File: src/rtl/dsc_code_map.sv
/*
  Holds the shared constants of the sample capture block and the code mapper
  that turns a captured sample word into the two complementary current codes.
  Assumes a single clock domain and a sample width of 8, 10, 12 or 14 bits.
*/
`timescale 1ns/1ps
`default_nettype none

package dsc_pkg;
  localparam int SAMPLE_BITS_DEFAULT = 14;
  localparam int CLK_PERIOD_PS = 5000;
  localparam int MAX_RATE_MSPS = 175;
  localparam int MIN_SAMPLE_PERIOD_PS = 1000000 / MAX_RATE_MSPS;
  localparam int MIN_SAMPLE_CYCLES_RAW =
    (MIN_SAMPLE_PERIOD_PS + CLK_PERIOD_PS - 1) / CLK_PERIOD_PS;
  localparam int MIN_SAMPLE_CYCLES = (MIN_SAMPLE_CYCLES_RAW < 1) ? 1 : MIN_SAMPLE_CYCLES_RAW;
  localparam logic [7:0] IDX_DATA_CFG = 8'h02;
  localparam logic [7:0] IDX_STATUS = 8'h03;
  localparam int BIT_CODING = 7;
  localparam int BIT_POLARITY = 4;
  localparam int BIT_DESKEW = 3;
  localparam int BIT_DIFF_CLK = 2;
  localparam logic [7:0] DATA_CFG_MASK = 8'h9C;
  localparam logic [7:0] DATA_CFG_RESET = 8'h00;
  localparam int STAT_BIT_DIFF = 0;
  localparam int STAT_BIT_SERIAL = 1;
  localparam int STAT_BIT_STRAP = 2;
  localparam int STAT_CODE_LSB = 16;
  localparam logic [1:0] RESP_OKAY = 2'h0;
  localparam logic [1:0] RESP_SLVERR = 2'h2;
endpackage : dsc_pkg

module dsc_code_map #(
  parameter int SAMPLE_BITS = dsc_pkg::SAMPLE_BITS_DEFAULT
) (
  input wire logic [SAMPLE_BITS-1:0] sample_word,
  input wire logic twos_complement,
  output logic [SAMPLE_BITS-1:0] primary_code,
  output logic [SAMPLE_BITS-1:0] complementary_code
);
  always_comb begin
    primary_code = sample_word;
    primary_code[SAMPLE_BITS-1] = sample_word[SAMPLE_BITS-1] ^ twos_complement;
    complementary_code = ~primary_code;
  end
endmodule : dsc_code_map

`default_nettype wire

File: src/rtl/dsc_capture.sv
/*
  Sample input capture of a current-output converter, with its configuration
  registers on an AXI4-Lite slave. Assumes all inputs are synchronous to clk,
  one clk edge per sample, and a source that holds its data stable around the edge.
*/
// The address map and the AXI4-Lite register port were chosen for this implementation.
// Summary of operation
// - Accept N-bit sample word with sample clock.
// - Decode straight binary or twos complement samples.
// - All-ones code in straight binary: full primary, zero complementary.
// - Primary is code, complementary its remainder.
// - Edge-triggered capture; output updates every rising edge.
// - Capture path runs up to 175 MSPS.
// - Deskew adds exactly one cycle of latency.
// - Deskew bit lives in register 0x02, resets 0.
// - Clock mode from strap or register bit 2.
// - Strap low or bit 0: single-ended clock.
// - Strap high or bit 1: differential clock.
// - Bit 7 selects coding, reset binary.
// - Bit 3 enables the deskew register stage.
// - Bit 4 selects falling capture, deskew only.
`timescale 1ns/1ps
`default_nettype none

module dsc_capture #(
  parameter int SAMPLE_BITS = dsc_pkg::SAMPLE_BITS_DEFAULT
) (
  input wire logic clk,
  input wire logic resetn,
  input wire logic [SAMPLE_BITS-1:0] sample_data,
  input wire logic serial_mode_enable,
  input wire logic clock_mode_strap,
  output logic [SAMPLE_BITS-1:0] primary_current_output,
  output logic [SAMPLE_BITS-1:0] complementary_current_output,
  output logic differential_clock_select,
  input wire logic [7:0] s_axi_awaddr,
  input wire logic [2:0] s_axi_awprot,
  input wire logic s_axi_awvalid,
  output logic s_axi_awready,
  input wire logic [31:0] s_axi_wdata,
  input wire logic [3:0] s_axi_wstrb,
  input wire logic s_axi_wvalid,
  output logic s_axi_wready,
  output logic [1:0] s_axi_bresp,
  output logic s_axi_bvalid,
  input wire logic s_axi_bready,
  input wire logic [7:0] s_axi_araddr,
  input wire logic [2:0] s_axi_arprot,
  input wire logic s_axi_arvalid,
  output logic s_axi_arready,
  output logic [31:0] s_axi_rdata,
  output logic [1:0] s_axi_rresp,
  output logic s_axi_rvalid,
  input wire logic s_axi_rready
);
  logic [7:0] data_cfg_r;
  logic strap_r;
  logic strap_pending_r;
  logic [SAMPLE_BITS-1:0] rise_stage_r;
  logic [SAMPLE_BITS-1:0] fall_stage_r;
  logic [SAMPLE_BITS-1:0] deskew_stage_r;
  logic [SAMPLE_BITS-1:0] conv_in;
  logic [SAMPLE_BITS-1:0] primary_nxt;
  logic [SAMPLE_BITS-1:0] complementary_nxt;
  logic deskew_on;
  logic falling_capture;
  logic aw_held_r;
  logic w_held_r;
  logic [7:0] aw_addr_r;
  logic [31:0] w_data_r;
  logic [3:0] w_strb_r;
  logic [7:0] wr_addr;
  logic [31:0] wr_data;
  logic [3:0] wr_strb;
  logic aw_take;
  logic w_take;
  logic wr_fire;
  logic wr_hit;
  logic [31:0] rd_data_nxt;
  logic rd_hit;
  logic [31:0] status_word;

  assign deskew_on = data_cfg_r[dsc_pkg::BIT_DESKEW];
  assign falling_capture = deskew_on & data_cfg_r[dsc_pkg::BIT_POLARITY];

  // The strap level is caught on the first edge after reset is released.
  always_ff @(posedge clk) begin
    if (!resetn) begin
      strap_r <= 1'b0;
      strap_pending_r <= 1'b1;
    end else if (strap_pending_r) begin
      strap_r <= clock_mode_strap;
      strap_pending_r <= 1'b0;
    end
  end

  // Clock mode follows the strap in pin mode and the register bit otherwise.
  always_ff @(posedge clk) begin
    if (!resetn) begin
      differential_clock_select <= 1'b0;
    end else if (serial_mode_enable) begin
      differential_clock_select <= data_cfg_r[dsc_pkg::BIT_DIFF_CLK];
    end else begin
      differential_clock_select <= strap_r;
    end
  end

  // Rising-edge capture of the sample word; one word per clock edge.
  always_ff @(posedge clk) begin
    if (!resetn) begin
      rise_stage_r <= '0;
    end else begin
      rise_stage_r <= sample_data;
    end
  end

  // Falling-edge capture, used only when deskew is on and polarity asks for it.
  always_ff @(negedge clk) begin
    if (!resetn) begin
      fall_stage_r <= '0;
    end else begin
      fall_stage_r <= sample_data;
    end
  end

  // The deskew register adds one cycle between capture and conversion.
  always_ff @(posedge clk) begin
    if (!resetn) begin
      deskew_stage_r <= '0;
    end else if (falling_capture) begin
      deskew_stage_r <= fall_stage_r;
    end else begin
      deskew_stage_r <= rise_stage_r;
    end
  end

  assign conv_in = deskew_on ? deskew_stage_r : rise_stage_r;

  dsc_code_map #(
    .SAMPLE_BITS(SAMPLE_BITS)
  ) u_code_map (
    .sample_word(conv_in),
    .twos_complement(data_cfg_r[dsc_pkg::BIT_CODING]),
    .primary_code(primary_nxt),
    .complementary_code(complementary_nxt)
  );

  // The primary current code updates on every rising edge.
  always_ff @(posedge clk) begin
    if (!resetn) begin
      primary_current_output <= '0;
    end else begin
      primary_current_output <= primary_nxt;
    end
  end

  // The complementary code updates on the same edge, so the pair never splits.
  always_ff @(posedge clk) begin
    if (!resetn) begin
      complementary_current_output <= '1;
    end else begin
      complementary_current_output <= complementary_nxt;
    end
  end

  assign aw_take = s_axi_awvalid & s_axi_awready;
  assign w_take = s_axi_wvalid & s_axi_wready;
  assign wr_addr = aw_held_r ? aw_addr_r : s_axi_awaddr;
  assign wr_data = w_held_r ? w_data_r : s_axi_wdata;
  assign wr_strb = w_held_r ? w_strb_r : s_axi_wstrb;
  assign wr_fire = (aw_held_r | aw_take) & (w_held_r | w_take) & ~s_axi_bvalid;
  assign wr_hit = (wr_addr[7:2] == dsc_pkg::IDX_DATA_CFG[5:0]);

  // The write address is held until its data has arrived as well.
  always_ff @(posedge clk) begin
    if (!resetn) begin
      aw_held_r <= 1'b0;
      aw_addr_r <= 8'h00;
    end else if (wr_fire) begin
      aw_held_r <= 1'b0;
    end else if (aw_take) begin
      aw_held_r <= 1'b1;
      aw_addr_r <= s_axi_awaddr;
    end
  end

  // The write data and strobes are held until their address has arrived as well.
  always_ff @(posedge clk) begin
    if (!resetn) begin
      w_held_r <= 1'b0;
      w_data_r <= 32'h00000000;
      w_strb_r <= 4'h0;
    end else if (wr_fire) begin
      w_held_r <= 1'b0;
    end else if (w_take) begin
      w_held_r <= 1'b1;
      w_data_r <= s_axi_wdata;
      w_strb_r <= s_axi_wstrb;
    end
  end

  // Address ready is low while an address is held or a response is pending.
  always_ff @(posedge clk) begin
    if (!resetn) begin
      s_axi_awready <= 1'b0;
    end else begin
      s_axi_awready <= ~(aw_held_r | aw_take | wr_fire | s_axi_bvalid);
    end
  end

  // Data ready is low while data is held or a response is pending.
  always_ff @(posedge clk) begin
    if (!resetn) begin
      s_axi_wready <= 1'b0;
    end else begin
      s_axi_wready <= ~(w_held_r | w_take | wr_fire | s_axi_bvalid);
    end
  end

  // The response is raised once both halves are in and stands until it is taken.
  always_ff @(posedge clk) begin
    if (!resetn) begin
      s_axi_bvalid <= 1'b0;
    end else if (wr_fire) begin
      s_axi_bvalid <= 1'b1;
    end else if (s_axi_bready) begin
      s_axi_bvalid <= 1'b0;
    end
  end

  // Unmapped addresses answer with an error and change nothing.
  always_ff @(posedge clk) begin
    if (!resetn) begin
      s_axi_bresp <= dsc_pkg::RESP_OKAY;
    end else if (wr_fire) begin
      s_axi_bresp <= wr_hit ? dsc_pkg::RESP_OKAY : dsc_pkg::RESP_SLVERR;
    end
  end

  // The data configuration register comes out of reset all zero.
  always_ff @(posedge clk) begin
    if (!resetn) begin
      data_cfg_r <= dsc_pkg::DATA_CFG_RESET;
    end else if (wr_fire && wr_hit && wr_strb[0]) begin
      data_cfg_r <= wr_data[7:0] & dsc_pkg::DATA_CFG_MASK;
    end
  end

  // Status word: clock mode, serial mode, captured strap and the current code.
  always_comb begin
    status_word = 32'h00000000;
    status_word[dsc_pkg::STAT_BIT_DIFF] = differential_clock_select;
    status_word[dsc_pkg::STAT_BIT_SERIAL] = serial_mode_enable;
    status_word[dsc_pkg::STAT_BIT_STRAP] = strap_r;
    status_word[dsc_pkg::STAT_CODE_LSB +: SAMPLE_BITS] = primary_current_output;
  end

  // Only the configuration and status words are mapped.
  assign rd_hit = (s_axi_araddr[7:2] == dsc_pkg::IDX_DATA_CFG[5:0]) ||
                  (s_axi_araddr[7:2] == dsc_pkg::IDX_STATUS[5:0]);

  // Read data is chosen by the read address; unmapped words read zero.
  always_comb begin
    rd_data_nxt = 32'h00000000;
    if (s_axi_araddr[7:2] == dsc_pkg::IDX_DATA_CFG[5:0]) begin
      rd_data_nxt[7:0] = data_cfg_r;
    end else if (s_axi_araddr[7:2] == dsc_pkg::IDX_STATUS[5:0]) begin
      rd_data_nxt = status_word;
    end
  end

  // One read at a time: address ready is low from address to data handshake.
  always_ff @(posedge clk) begin
    if (!resetn) begin
      s_axi_arready <= 1'b0;
    end else if (s_axi_arvalid && s_axi_arready) begin
      s_axi_arready <= 1'b0;
    end else if (!s_axi_rvalid || s_axi_rready) begin
      s_axi_arready <= 1'b1;
    end
  end

  // Read valid rises after the address handshake and falls with the data handshake.
  always_ff @(posedge clk) begin
    if (!resetn) begin
      s_axi_rvalid <= 1'b0;
    end else if (s_axi_arvalid && s_axi_arready) begin
      s_axi_rvalid <= 1'b1;
    end else if (s_axi_rready) begin
      s_axi_rvalid <= 1'b0;
    end
  end

  // Read data and response are loaded with the address and stand until taken.
  always_ff @(posedge clk) begin
    if (!resetn) begin
      s_axi_rdata <= 32'h00000000;
      s_axi_rresp <= dsc_pkg::RESP_OKAY;
    end else if (s_axi_arvalid && s_axi_arready) begin
      s_axi_rdata <= rd_data_nxt;
      s_axi_rresp <= rd_hit ? dsc_pkg::RESP_OKAY : dsc_pkg::RESP_SLVERR;
    end
  end
endmodule : dsc_capture

`default_nettype wire

File: config.mk
export PLATFORM = sky130hd
export DESIGN_NAME = dsc_capture
export DESIGN_NICKNAME = d
export VERILOG_FILES = /design/src/rtl/dsc_code_map.sv /design/src/rtl/dsc_capture.sv
export SDC_FILE = /design/constraint.sdc
export NUM_CORES = 1
export LEC_CHECK = 0
export ABC_AREA = 1
export BUFFER_PORTS_ARGS = -buffer_cell sky130_fd_sc_hd__buf_4
export CAP_MARGIN = 0
export CORE_UTILIZATION = 32
export DETAILED_ROUTE_END_ITERATION = 16
export SYNTH_ARGS = -nofsm -noshare
export SYNTH_HDL_FRONTEND = slang
export SYNTH_SLANG_ARGS = --single-unit
File: constraint.sdc
create_clock -name clk -period 1 [get_ports clk]
set_input_delay 0.1 -clock clk [delete_from_list [all_inputs] [get_ports clk]]
set_output_delay 0.1 -clock clk [all_outputs]
set_load 0.01 [all_outputs]
# Yosys cells after proc, flatten, opt, wreduce, memory -nomap -nowiden
# Cells that the tools add are included.
dict set report totals {
  register_bits 137
  input_bits 81
  elab_cells 72
  out_inout_bits 70
}
dict set report classes {
  mux 17
  eq_ne 3
  bitwise_logic 18
  reduce_logical 12
}
# cell n
set op_table {}
lappend op_table {{2-to-1 mux 14 bit} 3}
lappend op_table {{2-to-1 mux 30 bit} 1}
lappend op_table {{2-to-1 mux 24 bit} 1}
lappend op_table {{2-to-1 mux 8 bit} 3}
lappend op_table {{== test 6 x 2 -> 1 bit (second input constant)} 3}
lappend op_table {{inverter 14 bit} 1}
lappend op_table {{2-to-1 mux 1 bit} 7}
lappend op_table {{OR 1 bit} 6}
lappend op_table {{bitwise AND 1 bit} 5}
lappend op_table {{inverter 1 bit} 5}
lappend op_table {{2-to-1 mux 2 bit} 2}
lappend op_table {{AND reduction 2 bit} 2}
lappend op_table {{nonzero test 2 bit} 2}
lappend op_table {{OR reduction 2 bit} 2}
lappend op_table {{logical AND 1 bit} 3}
lappend op_table {{logical OR 1 bit} 2}
lappend op_table {{zero test 1 bit} 1}
lappend op_table {{bitwise XOR 1 bit} 1}

# Longest topological paths before layout
dict set report logic_depth {
  depth_word 7
  depth_mapped 9
  mapped_depth_nobuf 9
}

# Hierarchy
# Synthesis repeated with hierarchy kept, for this count alone.
dict set report hier_totals {
  hier_cells 536
  area_unflattened_um2 4260.3
}
# mod area_per_inst_um2 instances seq_area_each_um2 cells_per_inst
set by_module_without_submodules {}
lappend by_module_without_submodules {dsc_capture 4083.9 1 2342.2 502}
lappend by_module_without_submodules {dsc_code_map 176.4 1 0.0 34}

==> results.yml <==
pwr:
  cellPowerDensity_nw_per_um2: 1960
  power_leakage_nw: 3.01
  vdd_ir_drop_max_mv: 1.17
clock_tree:
  cts_made_buffers: 17
  cts.clk_slew.worst_paths_ns: 0.05
  clockBufferDepth: 2
  clkLatencyLatePin_ns: 0.44
  cts_tree: "built"
  cts.sinks: 117
  htree_num_levels: 4
  clockRootBuffer: "clkbuf_16"
setup_path:
  critPathKind: "register to register"
  cp_top_family: "flip-flops"
  ff2ff_setup_slack_ns: -0.12
  r2r_cells: 2
  end_kind: "register"
  cp_num_buf_inv: 0
  cpMaxStageDelayCell: "dfxtp_2"
  slowest_delay_ns: 0.31
  cp_cell_sequence: "o21ai_2 -> nor2_1"
  reg2reg_to: "deskew_stage_r[0]"
  cp-startpoint: "fall_stage_r[0]"
  crit_path_start_kind: "register"
  timing.rr.start: "fall_stage_r[0]"
  worstPathRequired_ns: 1.30
  worstPathMaxFanout: 1
  cp.arrival_ns: 1.42
finish:
  drive_above_1_share_pct: 35.4
  finalNonFillerCells: 829
  design_area_um2: 6190
  area_growth_pct: 55.4
  num_antenna_cells: 0
  fin_nets: 729
  final_util_pct: 51.3
global_routing:
  grt_pass1_wl_um: 15800
  grt_pass1_vias: 3331
  grt_max_degree: 35
  grt.total_usage_pct: 15.6
  grt.overflow.total: 0
  antenna_found_initial: 0
sta:
  finalHoldViolCount: 0
  clock_skew_ns: 0.0326
  setup_ws_ns: -0.121
  rsz0062_at_grt: "true"
  setup_viol: 35
  slew_viol_final: 0
floorplanning:
  pin_count: 151
  core.rowCount: 40
  die_area_um2: 12900
  dieHeight_um: 114
  die_x_um: 114
  start_util_pct: 33.0
  core-area_um2: 12100
hold_path:
  min_path_type: "input port to register"
  min_to: "s_axi_rdata[4]"
  whs_path_depth: 4
  hp-start: "s_axi_arvalid"
drt:
  drtPass1Iterations: 5
  ant_nets: 0
  wl_per_cell_um: 11.6
  via_per_inst: 4.18
  drc: 0
  drt-total-wl_um: 9620
  num_vias: 3464
  drt_iter0_markers: 165
synthesis:
  yosys.cell_types.count: 26
  synth_top_cells_by_area: "dfxtp_1, nor2_1, nand2_1"
  netlist_area_um2: 3980
  synth_cells: 477
  yosysSeqAreaShare_pct: 58.8
  synth_area_leader_cell: "dfxtp_1"
  synth_warnings: 0
  ys_ff_latch: 117
  avgSynthCellArea_um2: 8.35
  synth_top_area_share_pct: 58.8
placement:
  gp_congestion: 0.786
  place_inst: 746
  dp_hpwl_um: 6550
  port_buffers: 95
  dpl_cell_area_um2: 5020
flow_run:
  maxCapViolCount: 0
run_status:
  status: "finished with violations"
  violations: "negative setup slack"
[layout make-up]
type                    instances  area [µm²]
clock buffers                  25         551
clock inverters                21        95.1
fillers                      1109        5870
inverters                      60         238
multi-input cells             280        1390
flip-flops and latches        117        2390
well taps                     168         210
repair buffers                158        1320
[power breakdown]
part,switching (mW),total (mW),internal [mW]
registers,0.105,5.00,4.89
logic,0.506,1.02,0.513
clock network,2.20,6.09,3.88
total,2.81,12.1,9.29
[logic make-up (layout without fill, tap and decap cells)]
| logic type | after synthesis | count (layout) | synth area share (%) |
|---|---|---|---|
| flip-flops | 117 | 117 | 58.8 |
| AND/OR/NAND/NOR | 222 | 222 | 24.6 |
| buffers and inverters | 93 | 264 | 10.7 |
| other | 1 | 14 | 0.0941 |
| AO/OA/AOI/OAI | 44 | 44 | 5.78 |
[per-stage QoR]
step	setup slack [ns]	setup TNS [ns]	hold slack, ns	power, mW
CTS	-0.100	-2.65	0.0522	12.1
finish	-0.121	-2.39	0.0402	12.1
floorplan	-0.0472	-1.34	0.193	5.64
global placement	-0.124	-4.14	0.299	6.00
global route	-0.177	-5.10	0.0558	12.6
detailed placement	-0.127	-5.75	0.302	6.02
[what timing repair did]
action	CTS	global route
endpoints found under the setup margin	60	106
hold buffers	28	0
gates resized for setup	30	45
pin swaps	6	15
hold endpoints to repair	29	0
setup buffers	4	6
[flip-flops by register name, summed over array words and instances (netlist names), 4 cells and up]
signal,flops
s_axi_rdata,20
complementary_current_output,14
deskew_stage_r,14
fall_stage_r,14
primary_current_output,14
rise_stage_r,14
aw_addr_r,6
data_cfg_r,4
w_data_r,4
[layout by cell type (no fill, tap or decap), types with 11 or more instances in the layout]
master         Yosys  layout
buf_4             17     120
dfxtp_1          117      82
nor2_1            78      76
nand2_1           72      65
inv_1             58      64
nand3_1           42      42
dfxtp_2            0      33
dlygate4sd3_1      0      28
clkbuf_16          0      21
o21ai_1            0      20
conb_1             1      14
nor3_2             1      13
a21oi_1           11      11
[synthesized netlist by cell type]
library cell,instances
clkinv_4,1
inv_2,2
inv_1,58
buf_4,17
nor3_1,16
nand2_4,1
nand3_4,2
or2_2,1
nand2_1,72
nand2_2,1
nor3_2,1
dfxtp_1,117
nor2_4,1
buf_2,6
o21ai_0,29
clkbuf_2,1
nor2_1,78
and3_1,1
nor2_2,1
conb_1,1
nand3_2,1
a21oi_1,11
clkbuf_1,8
nand3_1,42
a21boi_0,4
nand4_1,4
[tightest hold or removal path, delay by kind of cell]
| family | cells | cell delay (ns) |
|---|---|---|
| compound gates | 1 | 0.06 |
| buf+inv | 1 | 0.09 |
| simple gates | 2 | 0.14 |
[layer usage]
layer	vias to the layer above	routed length (µm)	global-route usage [%]	part of all wire, %
li1	1812	-	-	-
met1	1565	4450	19.3	46
met2	73	4630	25.1	48
met3	14	357	5.15	3.7
met4	0	178	5.70	1.9
met5	-	0	0	0
[worst max path at each step]
stage                                       end  slack (ns)  cells after the start
2_1_floorplan                  fall_stage_r[10]       -0.05                      4
4_1_cts                           data_cfg_r[3]        -0.1                      8
6_report                      deskew_stage_r[0]       -0.12                      2
3_3_place_gp   complementary_current_output[12]       -0.12                      4
3_5_place_dp                      data_cfg_r[7]       -0.13                      8
5_1_grt                            aw_addr_r[7]       -0.18                      6
Power figures use the tool's default switching activity.
